**config.mk**
```make
export PLATFORM = sky130hd
export DESIGN_NAME = burst_cache_access
export DESIGN_NICKNAME = d
export VERILOG_FILES = /design/src/design/zz_unused.v /design/src/design/burst_cache_access.v /design/src/design/word_queue.v
export VERILOG_INCLUDE_DIRS = /design/src /design/src/design
export SDC_FILE = /design/constraint.sdc
export NUM_CORES = 1
export LEC_CHECK = 0
export BUFFER_PORTS_ARGS = -buffer_cell sky130_fd_sc_hd__buf_2
export CAP_MARGIN = 10
export CORE_ASPECT_RATIO = 0.9
export CORE_MARGIN = 3
export CORE_UTILIZATION = 39
export DETAILED_ROUTE_END_ITERATION = 12
export PLACE_DENSITY = 0.56
export SYNTH_ARGS = -nofsm -noshare
export SYNTH_HDL_FRONTEND = slang
export SYNTH_SLANG_ARGS = --single-unit
```
**constraint.sdc**
```tcl
create_clock -name clk_sys -period 7.17 [get_ports clk_sys]
set_input_delay 2.151 -clock clk_sys [delete_from_list [all_inputs] [get_ports clk_sys]]
set_output_delay 2.151 -clock clk_sys [all_outputs]
set_load 0.02 [all_outputs]
```
**src/design/burst_cache_defines.vh**
```
// constants for the burst cache access block
// assumes a single 50 MHz system clock and active-low asynchronous reset
`ifndef BURST_CACHE_DEFINES_VH
`define BURST_CACHE_DEFINES_VH

// external word address width and the part the counter walks
`define ADDR_W          16
`define ADDR_HI         15
`define ADDR_LO_W       2
`define ADDR_FIXED_LSB  2

// data path: two bytes plus one parity bit per byte
`define BYTE_W          8
`define DATA_W          16
`define PAR_W           2
`define WORD_W          18
`define UPPER_MSB       15
`define UPPER_LSB       8
`define LOWER_MSB       7
`define LOWER_LSB       0
`define PAR_UPPER_BIT   17
`define PAR_LOWER_BIT   16

// storage array size, indexed by the low address bits
`define MEM_AW          6
`define MEM_DEPTH       64

// burst counter reset value and step
`define BURST_CNT_RST   2'h0
`define BURST_CNT_STEP  2'h1

// read data queue toward the pins
`define RDQ_DEPTH       8
`define RDQ_AW          3

// reset values of the pin-side outputs, the input synchronisers and the burst base
`define DATA_OUT_RST    16'h0000
`define PAR_OUT_RST     2'h0
`define ADDR_RST        16'h0000

`endif

```
**src/design/zz_unused.v**
```verilog
// holds no logic; the block lives in burst_cache_access.v and word_queue.v
// assumes nothing of its surroundings

```
**src/design/burst_cache_access.v**
```verilog
// synchronous burst cache access logic: strobes, burst counter, byte writes
// assumes all pins but clock and reset arrive asynchronously and are resynchronised here;
// the two-way data and parity pins are resolved outside from the enables
`timescale 1ns/1ns
`default_nettype none
`include "burst_cache_defines.vh"

// Operation
// - all storage captures on rising edge only
// - processor strobe with select: load, read
// - controller strobe alone: load, write or read
// - select sampled only on loads; else deselect
// - continuation: step input alone picks address
// - step low: advance address before access
// - step high: keep address, access it again
// - low two bits xor count, upper bits fixed
// - continuation writes if any byte enable low
// - write only bytes whose enables are low
// - inputs sampled at edge; output enable too
// - data and parity float at power-up
module burst_cache_access (
    input  wire                clk_sys,
    input  wire                rst_b,
    input  wire [`ADDR_W-1:0]  addr_in,
    input  wire                chip_sel_n,
    input  wire                cpu_addr_strobe_n,
    input  wire                ctl_addr_strobe_n,
    input  wire                burst_step_n,
    input  wire                upper_byte_store_n,
    input  wire                lower_byte_store_n,
    input  wire                out_en_n,
    input  wire [`DATA_W-1:0]  data_in,
    output reg  [`DATA_W-1:0]  data_out,
    output reg                 data_oe,
    input  wire [`PAR_W-1:0]   parity_bits_in,
    output reg  [`PAR_W-1:0]   parity_bits_out,
    output reg                 parity_bits_oe,
    output reg                 read_queue_full_q
);

    // two-stage synchronisers; stage one is read only by stage two
    reg [`ADDR_W-1:0] addr_s1_q;
    reg [`ADDR_W-1:0] addr_s2_q;
    reg [`DATA_W-1:0] data_s1_q;
    reg [`DATA_W-1:0] data_s2_q;
    reg [`PAR_W-1:0]  par_s1_q;
    reg [`PAR_W-1:0]  par_s2_q;
    reg [6:0]         ctl_s1_q;
    reg [6:0]         ctl_s2_q;

    wire              sel_n;
    wire              cpu_stb_n;
    wire              ctl_stb_n;
    wire              step_n;
    wire              upper_n;
    wire              lower_n;
    wire              oe_n;

    // burst state
    reg [`ADDR_W-1:0] base_q;
    reg [`ADDR_W-1:0] base_d;
    reg [1:0]         cnt_q;
    reg [1:0]         cnt_d;
    reg [1:0]         state_q;
    reg [1:0]         state_d;

    // one-hot burst states
    localparam [1:0]  ST_IDLE  = 2'b01;
    localparam [1:0]  ST_BURST = 2'b10;

    // bit positions of the resynchronised control group
    localparam        CB_SEL   = 0;
    localparam        CB_CPU   = 1;
    localparam        CB_CTL   = 2;
    localparam        CB_STEP  = 3;
    localparam        CB_UPPER = 4;
    localparam        CB_LOWER = 5;
    localparam        CB_OE    = 6;

    // strobe decode results
    wire              cpu_load;
    wire              ctl_load;
    wire              any_load;
    wire              deselect;
    wire              store_req;
    wire [`WORD_W-1:0] wr_word;

    // decoded access for this cycle
    reg               do_read;
    reg               do_write;
    reg [`ADDR_W-1:0] acc_addr;

    // storage array
    reg [`WORD_W-1:0] mem_q [0:`MEM_DEPTH-1];
    wire [`MEM_AW-1:0] mem_idx;
    wire [`WORD_W-1:0] mem_rd;

    // read queue toward the pins
    wire              rdq_in_ready;
    wire              rdq_out_valid;
    wire              rdq_out_ready;
    wire [`WORD_W-1:0] rdq_out_data;
    assign sel_n     = ctl_s2_q[CB_SEL];
    assign cpu_stb_n = ctl_s2_q[CB_CPU];
    assign ctl_stb_n = ctl_s2_q[CB_CTL];
    assign step_n    = ctl_s2_q[CB_STEP];
    assign upper_n   = ctl_s2_q[CB_UPPER];
    assign lower_n   = ctl_s2_q[CB_LOWER];
    assign oe_n      = ctl_s2_q[CB_OE];

    // burst address: upper bits fixed, low two bits xor the count
    function [`ADDR_W-1:0] burst_addr;
        input [`ADDR_W-1:0] base;
        input [1:0]         cnt;
        begin
            burst_addr = {base[`ADDR_HI:`ADDR_FIXED_LSB],
                          base[`ADDR_LO_W-1:0] ^ cnt};
        end
    endfunction

    // any byte enable low makes a controller load or continuation cycle a write
    function is_store;
        input up_n;
        input lo_n;
        begin
            is_store = ~up_n | ~lo_n;
        end
    endfunction

    // merge the enabled bytes and their parity bits into a stored word
    function [`WORD_W-1:0] merge_word;
        input [`WORD_W-1:0] old_word;
        input [`WORD_W-1:0] new_word;
        input               up_n;
        input               lo_n;
        begin
            merge_word = old_word;
            if (!up_n) begin
                merge_word[`UPPER_MSB:`UPPER_LSB] = new_word[`UPPER_MSB:`UPPER_LSB];
                merge_word[`PAR_UPPER_BIT]        = new_word[`PAR_UPPER_BIT];
            end
            if (!lo_n) begin
                merge_word[`LOWER_MSB:`LOWER_LSB] = new_word[`LOWER_MSB:`LOWER_LSB];
                merge_word[`PAR_LOWER_BIT]        = new_word[`PAR_LOWER_BIT];
            end
        end
    endfunction

    always @(posedge clk_sys or negedge rst_b) begin
        if (!rst_b) begin
            addr_s1_q <= `ADDR_RST;
            addr_s2_q <= `ADDR_RST;
        end else begin
            addr_s1_q <= addr_in;
            addr_s2_q <= addr_s1_q;
        end
    end

    always @(posedge clk_sys or negedge rst_b) begin
        if (!rst_b) begin
            data_s1_q <= `DATA_OUT_RST;
            data_s2_q <= `DATA_OUT_RST;
            par_s1_q  <= `PAR_OUT_RST;
            par_s2_q  <= `PAR_OUT_RST;
        end else begin
            data_s1_q <= data_in;
            data_s2_q <= data_s1_q;
            par_s1_q  <= parity_bits_in;
            par_s2_q  <= par_s1_q;
        end
    end

    // controls reset to idle and deselected
    always @(posedge clk_sys or negedge rst_b) begin
        if (!rst_b) begin
            ctl_s1_q  <= 7'h7f;
            ctl_s2_q  <= 7'h7f;
        end else begin
            // output enable is resynchronised like the rest
            ctl_s1_q  <= {out_en_n, lower_byte_store_n, upper_byte_store_n,
                          burst_step_n, ctl_addr_strobe_n, cpu_addr_strobe_n,
                          chip_sel_n};
            ctl_s2_q  <= ctl_s1_q;
        end
    end

    // strobe decode; processor strobe wins over controller strobe
    assign cpu_load  = ~cpu_stb_n & ~sel_n;
    assign ctl_load  = cpu_stb_n & ~ctl_stb_n & ~sel_n;
    assign any_load  = cpu_load | ctl_load;
    assign deselect  = (~cpu_stb_n | ~ctl_stb_n) & sel_n;
    assign store_req = is_store(upper_n, lower_n);
    assign wr_word   = {par_s2_q, data_s2_q};

    // access decode: loads first, then burst continuation
    always @* begin
        state_d  = state_q;
        base_d   = base_q;
        cnt_d    = cnt_q;
        do_read  = 1'b0;
        do_write = 1'b0;
        acc_addr = burst_addr(base_q, cnt_q);
        if (any_load) begin
            // processor load ignores byte enables and controller strobe
            base_d   = addr_s2_q;
            cnt_d    = `BURST_CNT_RST;
            state_d  = ST_BURST;
            acc_addr = addr_s2_q;
            do_write = ctl_load & store_req;
            do_read  = cpu_load | ~store_req;
        end else if (deselect) begin
            state_d  = ST_IDLE;
        end else begin
            case (state_q)
                ST_IDLE: begin
                    state_d = ST_IDLE;
                end
                ST_BURST: begin
                    // select is not looked at during continuation
                    if (!step_n) begin
                        cnt_d    = cnt_q + `BURST_CNT_STEP;
                        acc_addr = burst_addr(base_q, cnt_d);
                    end else begin
                        acc_addr = burst_addr(base_q, cnt_q);
                    end
                    do_write = store_req;
                    do_read  = ~store_req;
                end
                default: begin
                    state_d = ST_IDLE;
                end
            endcase
        end
    end

    always @(posedge clk_sys or negedge rst_b) begin
        if (!rst_b) begin
            base_q   <= `ADDR_RST;
            cnt_q    <= `BURST_CNT_RST;
            state_q  <= ST_IDLE;
        end else begin
            base_q   <= base_d;
            cnt_q    <= cnt_d;
            state_q  <= state_d;
        end
    end

    assign mem_idx = acc_addr[`MEM_AW-1:0];
    assign mem_rd  = mem_q[mem_idx];

    // byte-wise update; the host presents data in the write cycle itself
    always @(posedge clk_sys) begin
        if (do_write) begin
            mem_q[mem_idx] <= merge_word(mem_q[mem_idx], wr_word, upper_n, lower_n);
        end
    end

    // read words wait here until the host enables the outputs
    assign rdq_out_ready = ~oe_n & ~do_write;

    word_queue #(
        .WIDTH (`WORD_W),
        .DEPTH (`RDQ_DEPTH),
        .AW    (`RDQ_AW)
    ) u_read_queue (
        .clk_sys   (clk_sys),
        .rst_b     (rst_b),
        .in_valid  (do_read),
        .in_ready  (rdq_in_ready),
        .in_data   (mem_rd),
        .out_valid (rdq_out_valid),
        .out_ready (rdq_out_ready),
        .out_data  (rdq_out_data)
    );

    // pin drivers: float at reset, during writes, on empty queue and disable
    always @(posedge clk_sys or negedge rst_b) begin
        if (!rst_b) begin
            data_out          <= `DATA_OUT_RST;
            parity_bits_out   <= `PAR_OUT_RST;
            data_oe           <= 1'b0;
            parity_bits_oe    <= 1'b0;
            read_queue_full_q <= 1'b0;
        end else begin
            read_queue_full_q <= ~rdq_in_ready;
            if (rdq_out_valid && rdq_out_ready) begin
                data_out        <= rdq_out_data[`DATA_W-1:0];
                parity_bits_out <= rdq_out_data[`WORD_W-1:`DATA_W];
                data_oe         <= 1'b1;
                parity_bits_oe  <= 1'b1;
            end else begin
                data_oe         <= 1'b0;
                parity_bits_oe  <= 1'b0;
            end
        end
    end

endmodule

`default_nettype wire

```
**src/design/word_queue.v**
```verilog
// small first-in first-out queue built from flip-flops
// assumes one clock; both sides use valid/ready handshakes
`timescale 1ns/1ns
`default_nettype none

module word_queue #(
    parameter WIDTH = 18,
    parameter DEPTH = 8,
    parameter AW    = 3
) (
    input  wire             clk_sys,
    input  wire             rst_b,
    input  wire             in_valid,
    output wire             in_ready,
    input  wire [WIDTH-1:0] in_data,
    output wire             out_valid,
    input  wire             out_ready,
    output wire [WIDTH-1:0] out_data
);

    reg  [WIDTH-1:0] slot_q [0:DEPTH-1];
    reg  [AW-1:0]    wr_ptr_q;
    reg  [AW-1:0]    rd_ptr_q;
    reg  [AW:0]      count_q;
    wire             push;
    wire             pop;

    assign in_ready  = (count_q != DEPTH[AW:0]);
    assign out_valid = (count_q != {(AW+1){1'b0}});
    assign out_data  = slot_q[rd_ptr_q];
    assign push      = in_valid & in_ready;
    assign pop       = out_valid & out_ready;

    always @(posedge clk_sys or negedge rst_b) begin
        if (!rst_b) begin
            wr_ptr_q <= {AW{1'b0}};
            rd_ptr_q <= {AW{1'b0}};
            count_q  <= {(AW+1){1'b0}};
        end else begin
            if (push) begin
                wr_ptr_q <= wr_ptr_q + {{(AW-1){1'b0}}, 1'b1};
            end
            if (pop) begin
                rd_ptr_q <= rd_ptr_q + {{(AW-1){1'b0}}, 1'b1};
            end
            if (push && !pop) begin
                count_q <= count_q + {{AW{1'b0}}, 1'b1};
            end else if (pop && !push) begin
                count_q <= count_q - {{AW{1'b0}}, 1'b1};
            end
        end
    end

    // storage needs no reset; valid is governed by the count
    always @(posedge clk_sys) begin
        if (push) begin
            slot_q[wr_ptr_q] <= in_data;
        end
    end

endmodule

`default_nettype wire

```
==> results of run 1 <==
==> stage by stage <==
stage | util | instances | setup WS, ns | power (mW) | hold WS [ns]
finish | 0.455 | 5512 | 1.47 | 20.1 | 0.347
global route | 0.455 | 5507 | 1.26 | 20.7 | 0.359
detailed placement | 0.423 | 5247 | 1.56 | 13.0 | 0.335
floorplan | - | 3394 | 2.11 | 11.6 | 0.331
global placement | 0.423 | 5247 | 1.62 | 12.9 | 0.334
CTS | 0.455 | 5505 | 1.53 | 20.2 | 0.349
==> how the worst max path moves through the flow <==
stage | to | depth (start not counted) | start | slack [ns]
after floorplan | mem_q[0][11]$_DFFE_PP_ | 12 | ctl_s2_q[1]$_DFF_PN1_ | 2.11
after global placement | mem_q[50][10]$_DFFE_PP_ | 11 | ctl_s2_q[1]$_DFF_PN1_ | 1.62
after detailed placement | mem_q[50][10]$_DFFE_PP_ | 11 | ctl_s2_q[1]$_DFF_PN1_ | 1.56
after CTS | mem_q[50][10]$_DFFE_PP_ | 11 | ctl_s2_q[1]$_DFF_PN1_ | 1.53
after global routing | mem_q[24][9]$_DFFE_PP_ | 10 | ctl_s2_q[1]$_DFF_PN1_ | 1.26
final | mem_q[6][9]$_DFFE_PP_ | 10 | ctl_s2_q[1]$_DFF_PN1_ | 1.47
==> sequential cells by signal, indices dropped and copies added (netlist names), 4 cells and up <==
name / cells
data_s1_q: 16
u_read_queue.slot_q: 144
u_read_queue.count_q: 4
data_out: 16
base_q: 6
mem_q: 1152
ctl_s2_q: 7
data_s2_q: 16
addr_s2_q: 6
ctl_s1_q: 7
addr_s1_q: 6
==> area by class of cell <==
cell class                 instances  area, um^2
multi-input combinational       1760       12600
timing repair buffer             247        1990
antenna                            5        12.5
inverter                          10        37.5
fill                           12100       75300
clock buffer                     189        3840
clock inverter                    69         647
sequential                      1398       41500
tap                             1834        2290
==> synthesized netlist by cell type (all sizes together) (2+ instances only) <==
| library cell | n |
|---|---|
| a31o | 32 |
| and3 | 216 |
| a311oi | 3 |
| nand4 | 2 |
| xor2 | 2 |
| a31oi | 79 |
| o22ai | 2 |
| nor3 | 9 |
| nand2b | 3 |
| nand3 | 62 |
| inv | 10 |
| nor2 | 97 |
| edfxtp | 1296 |
| dfrtp | 87 |
| a221oi | 2 |
| o211ai | 5 |
| a21o | 18 |
| a211oi | 394 |
| mux2 | 3 |
| nand2 | 377 |
| and4 | 2 |
| a21oi | 59 |
| a211o | 2 |
| nor4 | 36 |
| mux4 | 36 |
| xnor2 | 9 |
| and2 | 3 |
| buf | 81 |
| clkbuf | 145 |
| ha | 5 |
| o21ai | 25 |
| o31ai | 2 |
| dfstp | 15 |
| mux2i | 248 |
| or4 | 16 |
==> power by group <==
group | total (mW) | internal, mW | switching, mW
clock network | 7.25 | 4.11 | 3.14
registers | 9.71 | 9.59 | 0.121
logic | 3.12 | 0.908 | 2.21
==> per-layer routing <==
metal,wire length (um),track usage,vias up
li1,-,-,13700
met1,70800,0.329,16600
met2,70900,0.324,1513
met3,15600,0.0476,219
met4,4850,0.0753,0
met5,0,0,-
==> logic make-up (layout without fill, tap and decap cells) <==
family,after synthesis,in the layout,share of synthesized area
fa+ha+maj,6,6,0.00151
simple gates,827,827,0.0743
compound gates,629,629,0.0819
flops,1398,1398,0.760
other cells,0,5,0
xor+xnor,11,11,0.00177
mux,287,287,0.0612
buf+inv,236,515,0.0192
==> flow_summary.json, run 1 <==
{
  "run_status": "completed",
  "yosys-top-cells-area": "edfxtp_1 (71%), a211oi_1 (5.4%), mux2i_1 (4.5%), dfrtp_1 (4.0%), nand2_1 (2.6%)",
  "clk_path_buf_depth": 3,
  "crit_path_start_kind": "flip-flop",
  "postCtsSetupRepairBufs": 0,
  "slowest_delay_ns": 0.71,
  "worstMarginPinSlew_ns": 1.23,
  "ys_ff_latch": 1398,
  "grt_pass1_wl_um": 230000,
  "setup_viol": 0,
  "htreeDepth": 4,
  "async_flop_share": 0.0730,
  "reg2reg_depth": 10,
  "synth_top_area_frac": 0.713,
  "min_path_cells": 0,
  "ctsResizeCount": 0,
  "rrSetupSlack_ns": 1.47,
  "cp-end-kind": "flip-flop",
  "synth_top_cell_by_area": "edfxtp_1",
  "drt-initial-drc-count": 3663,
  "synth_edf_count": 1296,
  "tns_ns": 0,
  "timing.rr.start": "ctl_s2_q[1]$_DFF_PN1_",
  "crit_slowest_cell": "mux2i_2",
  "clk_pin_slew_worst_paths_ns": 0.06,
  "placed_area_mm2": 0.0584,
  "nets": 3608,
  "layout_worst_path_cycle_share": 0.796,
  "hp-class": "reg -> reg",
  "num_io_pins": 64,
  "yosysUniqueCellTypes": 56,
  "grt_max_degree": 97,
  "cp.required_ns": 7.60,
  "netlist_instances": 3394,
  "rsz0062_at_grt": "false",
  "timing.fmax_mhz": 175,
  "synth_fp_nets": 3443,
  "stdcell_area_mm2": 0.0629,
  "hpwl_um": 96900,
  "min_to": "addr_s2_q[2]$_DFF_PN0_",
  "viasPerCell": 5.82,
  "fin_crit_ns": 5.70,
  "drive_gt1_frac": 0.178,
  "core_mm2": 0.138,
  "syn2layout_area_growth_pct": 15.3,
  "hold_viol_final": 0,
  "place_congestion": 0.831,
  "die_h_um": 361,
  "cp_top_family": "compound AO/OA/AOI/OAI gates",
  "r2r_end": "mem_q[6][9]$_DFFE_PP_",
  "cts.sinks": 1398,
  "wl_per_cell_um": 29.4,
  "overflow": 0,
  "initial_core_util": 0.395,
  "slew_viol_final": 0,
  "ys_warn_count": 0,
  "io_buffers": 53,
  "crit_chain": "a21o_1, mux2i_2, inv_1, nor3_2, nand2_1, a31o_2, a31oi_1, nor4_2, a31oi_4, buf_4",
  "totalWireLength_um": 162000,
  "ir_worst_vdd_v": 0.000269,
  "crit_type": "reg -> reg",
  "cts_tree": "done",
  "final_cell_mix": "edfxtp_1 (1,296), a211oi_1 (392), nand2_1 (375)",
  "ys_seq_area_frac": 0.760,
  "detail-route-antenna-nets": 0,
  "layout_commonest_cell": "edfxtp_1",
  "timing.max_cap.violations": 0,
  "syn_area_mm2": 0.0546,
  "dieArea_mm2": 0.144,
  "relSlewSlack": 0.179,
  "drc": 0,
  "first_pass_iters": 6,
  "power_density_mw_per_mm2": 319,
  "clock_latency_ns": 0.78,
  "worst-path-buf-inv": 2,
  "grt.total_usage": 0.222,
  "arrival_ns": 6.14,
  "min_from": "addr_s1_q[2]$_DFF_PN0_",
  "first_global_vias": 30300,
  "vias": 32100,
  "syn-mean-instance-area_um2": 16.1,
  "grt_antenna_before_repair": 11,
  "ys.flop_type": "edfxtp_1",
  "cts.root.buffer_cell": "clkbuf_16",
  "cts_buffers": 142,
  "hold_buffers": 0,
  "die_w_um": 400,
  "p_leak_nw": 21.6,
  "skew_ns": 0.0329,
  "fp-row-count": 129,
  "path_max_fanout": 64
}
No activity file was read; power rests on OpenSTA's default activity.
==> run 2, diff against run 1 <==
Settings changed: PLACE_DENSITY 0.56 to 0.58.
Clock period 7.17 ns to 4.9 ns, I/O delays scaled along.
==> flow_summary.json, run 2 (synthesized netlist as in run 1, its figures left out) <==
{
  "run_status": "completed",
  "setup_slack_ns": 0.109,
  "vias": 32800,
  "path_max_fanout": 61,
  "drt-initial-drc-count": 3979,
  "cts_buffers": 142,
  "drive_gt1_frac": 0.206,
  "grt.total_usage": 0.221,
  "cp.required_ns": 5.36,
  "viasPerCell": 5.79,
  "crit_slowest_cell": "nor4_1",
  "die_h_um": 361,
  "cp_top_family": "simple AND/OR/NAND/NOR gates",
  "crit_type": "reg -> reg",
  "first_global_vias": 30800,
  "power_density_mw_per_mm2": 458,
  "hp-class": "reg -> reg",
  "die_w_um": 400,
  "htreeDepth": 4,
  "postCtsSetupRepairBufs": 0,
  "ir_worst_vdd_v": 0.000347,
  "finalPower_mw": 29.5,
  "place_congestion": 0.891,
  "core_mm2": 0.138,
  "crit_path_start_kind": "flip-flop",
  "grt_max_degree": 78,
  "seq_power_share": 0.481,
  "final_cell_mix": "edfxtp_1 (1,296), a211oi_1 (393), nand2_1 (375)",
  "nets": 3757,
  "drc": 0,
  "detail-route-antenna-nets": 0,
  "fp-row-count": 129,
  "io_buffers": 53,
  "first_pass_iters": 6,
  "layout_worst_path_cycle_share": 0.978,
  "layout_commonest_cell": "edfxtp_1",
  "timing.fmax_mhz": 209,
  "hpwl_um": 103000,
  "sw_frac_of_total": 0.272,
  "slowest_delay_ns": 1.12,
  "pre_cts_ws_ns": 0.265,
  "cts_tree": "done",
  "syn2layout_area_growth_pct": 18.1,
  "grt_pass1_wl_um": 231000,
  "fin_crit_ns": 4.79,
  "worstMarginPinSlew_ns": 1.34,
  "top_register": "mem_q",
  "power.switching_mw": 8.04,
  "cpMostUsedCell": "buf_12",
  "clk_path_buf_depth": 3,
  "largest_reg_flops": 1152,
  "clk_pin_slew_worst_paths_ns": 0.06,
  "seqCellArea_mm2": 0.0415,
  "p_clk_frac": 0.351,
  "ctsResizeCount": 0,
  "p_int_mw": 21.5,
  "timing.max_cap.violations": 0,
  "grt_antenna_before_repair": 12,
  "cp-end-kind": "flip-flop",
  "setup_viol": 0,
  "multiInputGateArea_mm2": 0.0125,
  "hold_viol_final": 0,
  "skew_ns": 0.0232,
  "pwr-share-comb": 0.169,
  "top_regs": "mem_q: 1152 flops, u_read_queue.slot_q: 144 flops",
  "relSlewSlack": 0.0977,
  "whs_ns": 0.345,
  "cts.sinks": 1398,
  "initial_core_util": 0.395,
  "worst-path-buf-inv": 3,
  "tns_ns": 0,
  "num_io_pins": 64,
  "crit_chain": "nand4b_4, o211ai_4, buf_12, nand2_4, buf_12, a211oi_1, a211oi_1, nor4_1, and3_1, a31oi_4, buf_12",
  "dieArea_mm2": 0.144,
  "clock_latency_ns": 0.78,
  "wl_per_cell_um": 28.6,
  "fillers": 11900,
  "p_leak_nw": 22.5,
  "cts.root.buffer_cell": "clkbuf_16",
  "rsz0062_at_grt": "false",
  "hold_buffers": 0,
  "slew_viol_final": 0,
  "overflow": 0,
  "totalWireLength_um": 162000,
  "arrival_ns": 5.25
}
-- run 2: cell count changes in the layout (fill, tap and decap cells not counted), moves of 3 or more --
| cell | delta |
|---|---|
| nor2_4 | -8 |
| nor4_2 | -3 |
| nor4_1 | +3 |
| clkinv_1 | -3 |
| bufinv_16 | -5 |
| nor2_2 | +4 |
| buf_12 | +48 |
| nor2_1 | +4 |
| buf_4 | +103 |
| diode_2 | -3 |
| clkbuf_1 | +5 |
| inv_6 | -4 |
-- run 2: final cells by class --
| cell class | instances | share of cell area |
|---|---|---|
| sequential | 1398 | 0.644 |
| tap | 1834 | 0.0356 |
| multi-input combinational | 1760 | 0.194 |
| timing repair buffer | 396 | 0.0575 |
| clock inverter | 59 | 0.00736 |
| clock buffer | 196 | 0.0607 |
| antenna | 2 | 0.0000777 |
| inverter | 10 | 0.000583 |
-- run 2: power groups by stage --
stage                     clock, mW  sequential (mW)  combinational, mW
after global routing           11.0             14.2               5.28
final                          10.4             14.2               4.99
after global placement            0             14.4               4.92
after detailed placement          0             14.4               4.98
after floorplan                   0             14.5               2.49
after CTS                      10.5             14.2               4.99
-- run 2: path summary, 6_finish.rpt --
kind                                                   endpoint  slack (ns)                     from  cells past startpoint
min in group asynchronous  u_read_queue.rd_ptr_q[2]$_DFFE_PN0P_        0.85                    rst_b                      1
max                                      mem_q[47][5]$_DFFE_PP_        0.11    ctl_s2_q[2]$_DFF_PN1_                     11
max reg2reg                              mem_q[47][5]$_DFFE_PP_        0.11    ctl_s2_q[2]$_DFF_PN1_                     11
min reg2reg                             data_s2_q[10]$_DFF_PN0_        0.35  data_s1_q[10]$_DFF_PN0_                      0
min                                     data_s2_q[10]$_DFF_PN0_        0.35  data_s1_q[10]$_DFF_PN0_                      0
max in group asynchronous                 ctl_s1_q[3]$_DFF_PN1_        3.20                    rst_b                      2
-- run 2: metrics by stage --
| stage | util | area, um^2 | std cells |
|---|---|---|---|
| after floorplan | - | 54700 | 3394 |
| after global placement | 0.435 | 60000 | 5398 |
| after detailed placement | 0.435 | 60000 | 5398 |
| after CTS | 0.466 | 64400 | 5653 |
| after global routing | 0.466 | 64400 | 5653 |
| final | 0.466 | 64400 | 5655 |
-- run 2: metal layers --
metal,wire (um),share of wire,GRT usage,vias up
li1,-,-,-,14000
met1,70800,0.44,0.334,17000
met2,71200,0.44,0.324,1513
met3,14300,0.088,0.0346,221
met4,5160,0.032,0.0787,4
met5,29,0.00018,0,-
